### src/rtl/wdcu_pkg.sv
// package: register map, field positions, reset values and timing of the watchdog unit
package wdcu_pkg;
    // ***************************************************
    // register byte addresses
    // ***************************************************
    localparam logic [11:0] WDCU_OFS_CONTROL = 12'h0D8;
    localparam logic [11:0] WDCU_OFS_IRQ_ENABLE = 12'h0E8;
    localparam logic [11:0] WDCU_OFS_IRQ_PRIORITY = 12'h0F8;
    localparam logic [11:0] WDCU_OFS_KEY = 12'h0C7;
    localparam logic [11:0] WDCU_OFS_CLOCK_CONTROL = 12'h08E;
    localparam logic [11:0] WDCU_OFS_RESET_CTRL = 12'h100;
    localparam logic [11:0] WDCU_OFS_EVT_STATUS = 12'h104;
    localparam logic [11:0] WDCU_OFS_EVT_ENABLE = 12'h108;
    localparam logic [11:0] WDCU_OFS_EVT_CLEAR = 12'h10C;
    // ***************************************************
    // watchdog control field positions
    // ***************************************************
    localparam int WDCU_BIT_RESTART = 0;
    localparam int WDCU_BIT_RST_EN = 1;
    localparam int WDCU_BIT_CAUSE = 2;
    localparam int WDCU_BIT_TIMEOUT = 3;
    localparam int WDCU_BIT_POWER_ON = 6;
    localparam int WDCU_BIT_IRQ_EN = 4;
    localparam int WDCU_BIT_IRQ_PRIO = 4;
    // bits writable only inside the key window
    localparam logic [7:0] WDCU_PROT_MASK = 8'h4B;
    // bits that an external reset forces to zero
    localparam logic [7:0] WDCU_EXT_CLR_MASK = 8'hA9;
    localparam logic [7:0] WDCU_IRQEN_RSVD = 8'hE0;
    // ***************************************************
    // reset values and keys
    // ***************************************************
    localparam logic [7:0] WDCU_CONTROL_POR = 8'h40;
    localparam logic [7:0] WDCU_KEY_FIRST = 8'hAA;
    localparam logic [7:0] WDCU_KEY_SECOND = 8'h55;
    localparam logic [1:0] WDCU_EVT_RESET = 2'h0;
    // ***************************************************
    // timing
    // ***************************************************
    localparam int WDCU_CLK_PER_MC = 4;
    localparam int WDCU_WINDOW_MC = 3;
    localparam logic [3:0] WDCU_WINDOW_CYC = 4'(WDCU_CLK_PER_MC * WDCU_WINDOW_MC);
    localparam int WDCU_RESET_DELAY_CLK = 512;
    localparam logic [9:0] WDCU_RESET_DELAY_CYC = 10'(WDCU_RESET_DELAY_CLK);
    localparam int WDCU_CNT_W = 26;
    localparam logic [4:0] WDCU_INTERVAL_BITS_0 = 5'd16;
    localparam logic [4:0] WDCU_INTERVAL_BITS_1 = 5'd20;
    localparam logic [4:0] WDCU_INTERVAL_BITS_2 = 5'd23;
    localparam logic [4:0] WDCU_INTERVAL_BITS_3 = 5'd26;
    // ***************************************************
    // carriers
    // ***************************************************
    typedef struct packed {
        logic sel;
        logic wr;
        logic [11:0] addr;
        logic [7:0] wdata;
    } wdcu_req_t;
    typedef struct packed {
        logic power_on;
        logic timeout;
        logic cause;
        logic rst_en;
        logic restart;
    } wdcu_ctrl_t;
endpackage

### src/rtl/wdcu_key_gate.sv
// timed-access key sequence and protected write window
`timescale 1ns/10ps
module wdcu_key_gate
    import wdcu_pkg::*;
(
    input wire logic pclk,
    input wire logic presetn,
    input wire logic key_wr,
    input wire logic other_wr,
    input wire logic [7:0] key_data,
    output logic window_open
);
    logic armed_reg;
    logic [3:0] win_cnt_reg;
    wire first_hit = key_wr && (key_data == WDCU_KEY_FIRST);
    wire second_hit = key_wr && armed_reg && (key_data == WDCU_KEY_SECOND);
    assign window_open = (win_cnt_reg != 4'h0);
    // AA arms, an immediate 55 opens; any other write disarms
    always_ff @(posedge pclk or negedge presetn)
    begin
        if (!presetn)
        begin
            armed_reg <= 1'b0;
            win_cnt_reg <= 4'h0;
        end
        else
        begin
            // only the very next write may carry the second key
            if (key_wr || other_wr)
                armed_reg <= first_hit;
            if (second_hit)
                win_cnt_reg <= WDCU_WINDOW_CYC;
            else if (window_open)
                win_cnt_reg <= win_cnt_reg - 4'h1;
        end
    end
endmodule

### src/rtl/wdcu_dog_counter.sv
// free-running watchdog counter with selectable interval
`timescale 1ns/10ps
module wdcu_dog_counter
    import wdcu_pkg::*;
(
    input wire logic pclk,
    input wire logic presetn,
    input wire logic clear,
    input wire logic [1:0] interval_sel,
    output logic timeout_pulse
);
    logic [WDCU_CNT_W-1:0] cnt_reg;
    logic [WDCU_CNT_W:0] sum;
    logic [4:0] width_sel;
    logic [WDCU_CNT_W-1:0] top_mask;
    assign sum = {1'b0, cnt_reg} + {{WDCU_CNT_W{1'b0}}, 1'b1};
    assign width_sel = (interval_sel == 2'h3) ? WDCU_INTERVAL_BITS_3 :
                       (interval_sel == 2'h2) ? WDCU_INTERVAL_BITS_2 :
                       (interval_sel == 2'h1) ? WDCU_INTERVAL_BITS_1 : WDCU_INTERVAL_BITS_0;
    assign top_mask = WDCU_CNT_W'((27'h1 << width_sel) - 27'h1);
    // time-out on the carry out of the selected bit
    assign timeout_pulse = !clear && ((cnt_reg & top_mask) == top_mask);
    always_ff @(posedge pclk or negedge presetn)
    begin
        if (!presetn)
            cnt_reg <= '0;
        else if (clear)
            cnt_reg <= '0;
        else
            cnt_reg <= sum[WDCU_CNT_W-1:0] & top_mask;
    end
endmodule

### src/rtl/wdcu_top.sv
// watchdog control unit: registers, reset causes, interrupt-then-reset sequence
// ***************************************************
// ***************************************************
`timescale 1ns/10ps
module wdcu_top
    import wdcu_pkg::*;
(
    input wire logic pclk,
    input wire logic presetn,
    input wire logic ext_reset_pulse,
    input wire logic power_fail_reset_pulse,
    input wire logic psel,
    input wire logic penable,
    input wire logic pwrite,
    input wire logic [11:0] paddr,
    input wire logic [31:0] pwdata,
    output logic [31:0] prdata,
    output logic pready,
    output logic pslverr,
    output logic dog_irq,
    output logic dog_irq_high_prio,
    output logic dog_reset_out,
    output logic evt_irq
);
    // ***************************************************
    // bus decode
    // ***************************************************
    wdcu_req_t req;
    assign req.sel = psel && penable;
    assign req.wr = pwrite;
    assign req.addr = paddr;
    assign req.wdata = pwdata[7:0];
    wire wr_en = req.sel && req.wr;
    wire hit_ctrl = (req.addr == WDCU_OFS_CONTROL);
    wire hit_ie = (req.addr == WDCU_OFS_IRQ_ENABLE);
    wire hit_ip = (req.addr == WDCU_OFS_IRQ_PRIORITY);
    wire hit_key = (req.addr == WDCU_OFS_KEY);
    wire hit_ck = (req.addr == WDCU_OFS_CLOCK_CONTROL);
    wire hit_rc = (req.addr == WDCU_OFS_RESET_CTRL);
    wire hit_st = (req.addr == WDCU_OFS_EVT_STATUS);
    wire hit_en = (req.addr == WDCU_OFS_EVT_ENABLE);
    wire hit_cl = (req.addr == WDCU_OFS_EVT_CLEAR);
    wire mapped = hit_ctrl | hit_ie | hit_ip | hit_key | hit_ck | hit_rc | hit_st | hit_en | hit_cl;
    assign pready = 1'b1;
    assign pslverr = req.sel && !mapped;
    // ***************************************************
    // registers
    // ***************************************************
    wdcu_ctrl_t ctrl_reg;
    logic [7:0] ctrl_free_reg;
    logic [7:0] ie_reg;
    logic [7:0] ip_reg;
    logic [7:0] ck_reg;
    logic [9:0] delay_reg;
    logic pending_reg;
    logic dog_rst_reg;
    logic [1:0] evt_st_reg;
    logic [1:0] evt_en_reg;
    logic window_open;
    logic timeout_pulse;
    wdcu_ctrl_t ctrl_next;
    // ***************************************************
    // submodules
    // ***************************************************
    wdcu_key_gate u_key
    (
        .pclk(pclk),
        .presetn(presetn),
        .key_wr(wr_en && hit_key),
        .other_wr(wr_en && !hit_key),
        .key_data(req.wdata),
        .window_open(window_open)
    );
    wdcu_dog_counter u_cnt
    (
        .pclk(pclk),
        .presetn(presetn),
        .clear(ctrl_reg.restart || dog_rst_reg || ext_reset_pulse),
        .interval_sel(ck_reg[7:6]),
        .timeout_pulse(timeout_pulse)
    );
    // ***************************************************
    // control register next value
    // ***************************************************
    wire ctrl_wr = wr_en && hit_ctrl;
    // bits held in ctrl_reg, kept out of the free byte
    wire [7:0] ctrl_hw_bits = WDCU_PROT_MASK | 8'(1 << WDCU_BIT_CAUSE);
    wire prot_ok = ctrl_wr && window_open;
    wire fire = pending_reg && (delay_reg == 10'h001);
    wire dog_reset_now = fire && ctrl_reg.rst_en;
    always_comb
    begin
        ctrl_next = ctrl_reg;
        if (prot_ok)
        begin
            ctrl_next.power_on = req.wdata[WDCU_BIT_POWER_ON];
            ctrl_next.rst_en = req.wdata[WDCU_BIT_RST_EN];
            ctrl_next.timeout = req.wdata[WDCU_BIT_TIMEOUT];
            ctrl_next.restart = req.wdata[WDCU_BIT_RESTART];
        end
        else
            ctrl_next.restart = 1'b0;
        if (ctrl_wr)
            ctrl_next.cause = req.wdata[WDCU_BIT_CAUSE];
        if (timeout_pulse)
            ctrl_next.timeout = 1'b1;
        if (dog_reset_now)
            ctrl_next.cause = 1'b1;
        if (power_fail_reset_pulse)
            ctrl_next.cause = 1'b0;
        // reset enable is left alone by an external reset
        if (ext_reset_pulse)
        begin
            ctrl_next.timeout = 1'b0;
            ctrl_next.restart = 1'b0;
        end
    end
    // ***************************************************
    // sequential state
    // ***************************************************
    always_ff @(posedge pclk or negedge presetn)
    begin
        if (!presetn)
        begin
            ctrl_reg <= '0;
            ctrl_reg.power_on <= 1'b1;
            ctrl_free_reg <= 8'h00;
            ie_reg <= 8'h00;
            ip_reg <= 8'h00;
            ck_reg <= 8'h00;
        end
        else
        begin
            ctrl_reg <= ctrl_next;
            if (ext_reset_pulse)
                ctrl_free_reg <= ctrl_free_reg & ~WDCU_EXT_CLR_MASK;
            else if (ctrl_wr)
                ctrl_free_reg <= req.wdata & ~ctrl_hw_bits;
            if (wr_en && hit_ie)
                ie_reg <= req.wdata;
            if (wr_en && hit_ip)
                ip_reg <= req.wdata;
            if (wr_en && hit_ck)
                ck_reg <= req.wdata;
        end
    end
    // interrupt, then reset after the delay
    always_ff @(posedge pclk or negedge presetn)
    begin
        if (!presetn)
        begin
            pending_reg <= 1'b0;
            delay_reg <= 10'h000;
            dog_rst_reg <= 1'b0;
        end
        else
        begin
            dog_rst_reg <= dog_reset_now;
            if (ctrl_reg.restart || ext_reset_pulse || fire)
                pending_reg <= 1'b0;
            else if (timeout_pulse)
            begin
                pending_reg <= 1'b1;
                delay_reg <= WDCU_RESET_DELAY_CYC;
            end
            else if (pending_reg)
                delay_reg <= delay_reg - 10'h001;
        end
    end
    // ***************************************************
    // event status, enable, clear
    // ***************************************************
    wire [1:0] evt_set = {dog_reset_now, timeout_pulse};
    wire [1:0] evt_clr = (wr_en && hit_cl) ? req.wdata[1:0] : 2'h0;
    always_ff @(posedge pclk or negedge presetn)
    begin
        if (!presetn)
        begin
            evt_st_reg <= WDCU_EVT_RESET;
            evt_en_reg <= WDCU_EVT_RESET;
        end
        else
        begin
            evt_st_reg <= (evt_st_reg & ~evt_clr) | evt_set;
            if (wr_en && hit_en)
                evt_en_reg <= req.wdata[1:0];
        end
    end
    assign evt_irq = |(evt_st_reg & evt_en_reg);
    // ***************************************************
    // outputs and read mux
    // ***************************************************
    wire irq_req = ctrl_reg.timeout && ie_reg[WDCU_BIT_IRQ_EN];
    assign dog_irq = irq_req;
    assign dog_irq_high_prio = irq_req && ip_reg[WDCU_BIT_IRQ_PRIO];
    assign dog_reset_out = dog_rst_reg;
    wire [7:0] ctrl_rd = ctrl_free_reg | {1'b0, ctrl_reg.power_on, 2'b00, ctrl_reg.timeout,
                         ctrl_reg.cause, ctrl_reg.rst_en, ctrl_reg.restart};
    wire [7:0] rd_byte = hit_ctrl ? ctrl_rd :
                         hit_ie ? (ie_reg | WDCU_IRQEN_RSVD) :
                         hit_ip ? ip_reg :
                         hit_ck ? ck_reg :
                         hit_rc ? {7'h00, window_open} :
                         hit_st ? {6'h00, evt_st_reg} :
                         hit_en ? {6'h00, evt_en_reg} : 8'h00;
    always_ff @(posedge pclk or negedge presetn)
    begin
        if (!presetn)
            prdata <= 32'h0000_0000;
        else if (psel && !penable && !pwrite)
            prdata <= {24'h000000, rd_byte};
    end
endmodule

### config.mk
export PLATFORM = sky130hd
export DESIGN_NAME = wdcu_top
export DESIGN_NICKNAME = d
export VERILOG_FILES = /design/src/rtl/wdcu_pkg.sv /design/src/rtl/wdcu_key_gate.sv /design/src/rtl/wdcu_dog_counter.sv /design/src/rtl/wdcu_top.sv
export SDC_FILE = /design/constraint.sdc
export NUM_CORES = 1
export LEC_CHECK = 0
export BUFFER_PORTS_ARGS = -buffer_cell sky130_fd_sc_hd__buf_2
export CELL_PAD_IN_SITES_DETAIL_PLACEMENT = 1
export CELL_PAD_IN_SITES_GLOBAL_PLACEMENT = 1
export CORE_MARGIN = 1.5
export CORE_UTILIZATION = 41
export CTS_CLUSTER_SIZE = 28
export DETAILED_ROUTE_END_ITERATION = 10
export PLACE_DENSITY = 0.77
export RECOVER_POWER = 100
export SYNTH_ARGS = -nofsm -noshare
export SYNTH_HDL_FRONTEND = slang
export SYNTH_SLANG_ARGS = --single-unit
### constraint.sdc
create_clock -name pclk -period 8.65 [get_ports pclk]
set_input_delay 2.595 -clock pclk [delete_from_list [all_inputs] [get_ports pclk]]
set_output_delay 2.595 -clock pclk [all_outputs]
set_load 0.01 [all_outputs]
==> key figures <==
Global routing
  • First-pass GRT wire length: around 19000 um
  • GR Util All Layers: between 20% and 30%
  • Initial antenna violation count: 0
  • Largest net degree at the start of global routing: just over 60
  • Gr ovfl total: 0
  • Vias in the first global route: 3713

Worst setup path
  • CP Class: primary input to primary output
  • Worst Path Required: a little over 6 ns
  • Worst Reg-to-Reg Cells: 7
  • Startpoint type of the worst setup path: primary input
  • Worst Path Arrival: around 4.6 ns
  • Max FO, Critical Path: 6
  • CP Capture Type: primary output

Placement
  • HPWL after DPL: between 8000 and 9000 um
  • Worst slack at placement: 1.628 ns
  • GPL Wtd Cong: 0.8135
  • Port buffer count: 39
  • Cells after DPL: between 600 and 700

Route
  • Vias after detailed routing: 3611
  • Via density: ~5.6
  • DR iter-0 viols: roughly 170
  • Wire per inst: between 15 and 20 um
  • DRC violations left: 0
  • Drt pass-1 iters: 4
  • Total Routed Length: between 10000 and 15000 um
  • Final ANT Viol Nets: 0

Timing
  • Final hold viol count: 0
  • Final TNS setup: 0 ns
  • FMAX: between 100 and 150 MHz
  • Crit path time final: between 7 and 8 ns
  • Worst-margin pin slew: approximately 3.2 ns
  • Setup Viol. Count Final: 0
  • Clk_skew: approximately 0.01 ns
  • Final period utilization: 83.44%
  • Worst rel slew slack: -110.2%
  • Max-slew violations: a little over 60
  • Setup slack after layout: between 1 and 1.5 ns
  • RSZ-0062 raised after global routing: false

Cells and area
  • Final Util: 45.37%
  • Share of cells above drive strength 1: between 10% and 20%
  • Max reg flops: 26
  • # nets final: roughly 560
  • Layout fillers: roughly 1300
  • Layout Cells excl Fill: 650
  • Syn-to-layout area delta: 7.669%
  • Inserted Diodes: 0

Clock network
  • Clock sinks: 84
  • Worst skew pair latency: 0.38 ns
  • Number of gates resized after cts: 0
  • Hold_buf cts: 0
  • Postcts setup bufs: 0
  • Total CTS buffers: 9
  • Root buffer cell: clkbuf_8
  • H-tree depth: 3
  • CTS tree: yes
  • CTS max path bufs: 2
  • Clock slew at reported path FFs: 0.09 ns

Run status
  • Failing checks: max-capacitance violations, max-slew violations
  • Status: finished, violations left

Flow run
  • Maxcap violations: 1

Pwr
  • PwrDens: 149.6 mW/mm2
  • Leakage: ~2.1 nW
  • VDD IR max: between 0.1 and 0.15 mV

Die
  • Die height: 108.6 um
  • Ports: 89
  • Die ar.: 0.01178 mm2
  • Die Wd: between 100 and 150 um
  • # rows: 38
  • Core box area: approximately 0.011 mm2
  • Initial Util: a little over two fifths

Yosys
  • Top-count cell post-synth: dfrtp_1
  • FFs w/ async S/R, synth: 100.0%
  • EDFF count, synth: 0
  • Ys Warns: 0
  • Syn avg cell area: 9.719 um2
  • Top FF cell, synth: dfrtp_1
  • Post-synthesis instance total: between 400 and 500
  • Synth unique cells: between 60 and 70
  • Mapped cell area: around 0.0046 mm2
  • Post-synth top cells: dfrtp_1 (83), nand2_1 (48), nor2_1 (34), o21ai_0 (30), buf_4 (26)
  • Sequential share of the synthesized area: 46.04%
  • FF+latch count, synth: 84
  • Post-synth top area share: around 45%
  • Synth area leaders: dfrtp_1 (45%), buf_4 (4.3%), mux2_2 (4.2%)
  • Yosys top cell by area: dfrtp_1

Hold path
  • Worst Hold Class: register to register
  • Hold Path Depth: 2
## cell type report
type,instances,area (um2),share of cell area (%)
Clock inverter,5,60.06,1.221
Clock buffer,10,137.6,2.798
Timing Repair Buffer,42,191.4,3.892
Multi-Input combinational cell,352,2187,44.47
Sequential cell,84,2103,42.76
Tap cell,140,175.2,3.561
Inverter,17,63.81,1.297
## metal layers
layer	vias up	routed length, um	track usage [%]
met5	-	0	0
met4	0	219	9.117
met3	17	466	3.496
met2	82	5555	35.71
met1	1823	4982	26.43
li1	1689	-	-
## kinds of logic after synthesis
family          share of synthesized area [%]
simple gates                            24.87
flops                                   46.04
compound gates                          10.30
buf+inv                                 7.231
mux                                     5.807
xor+xnor                                4.218
fa+ha+maj                               1.369
other cells                            0.1644
## path summary, 6_finish.rpt
check                            startpoint                 to  slack [ns]
max reg2reg                u_cnt.cnt_reg[0]       delay_reg[1]        6.19
min in group asynchronous           presetn  u_cnt.cnt_reg[21]        2.49
min reg2reg                       ip_reg[1]          ip_reg[1]        0.49
max                                paddr[9]            pslverr        1.43
max in group asynchronous           presetn   u_cnt.cnt_reg[4]        2.57
min                               ip_reg[1]          ip_reg[1]        0.49
## cells in the final DEF (no fill, tap or decap), types with 18 or more instances in the layout
cell type,netlist,final
nand3_1,23,23
buf_2,3,24
dfrtp_1,83,83
nand2_1,48,49
xnor2_1,18,18
o21ai_0,30,30
nor2_1,34,34
conb_1,2,25
a21oi_1,17,18
## stage by stage
stage	instance area, um2	hold WS (ns)	total power (W)
final	4918	0.4909	0.0007356
after global routing	4918	0.5259	0.0007646
after CTS	4981	0.4926	0.0007450
after detailed placement	4783	0.4717	0.0004553
after global placement	4783	0.4565	0.0004537
after floorplan	4654	0.4412	0.0004361
## power by group
part / switching (W) / internal, W / total (W)
logic: 0.0000348 / 0.0000122 / 0.0000471
registers: 0.00000247 / 0.000396 / 0.000398
clock network: 0.000149 / 0.000141 / 0.000290
## critical path, stage by stage
cell and delay [ns]:
buf_2 0.10, nor4b_1 0.79, nand2_1 0.13, nor4b_1 0.55
or4_1 0.21, nor3_1 0.06, clkbuf_1 0.17
No activity file was read; power rests on OpenSTA's default activity.
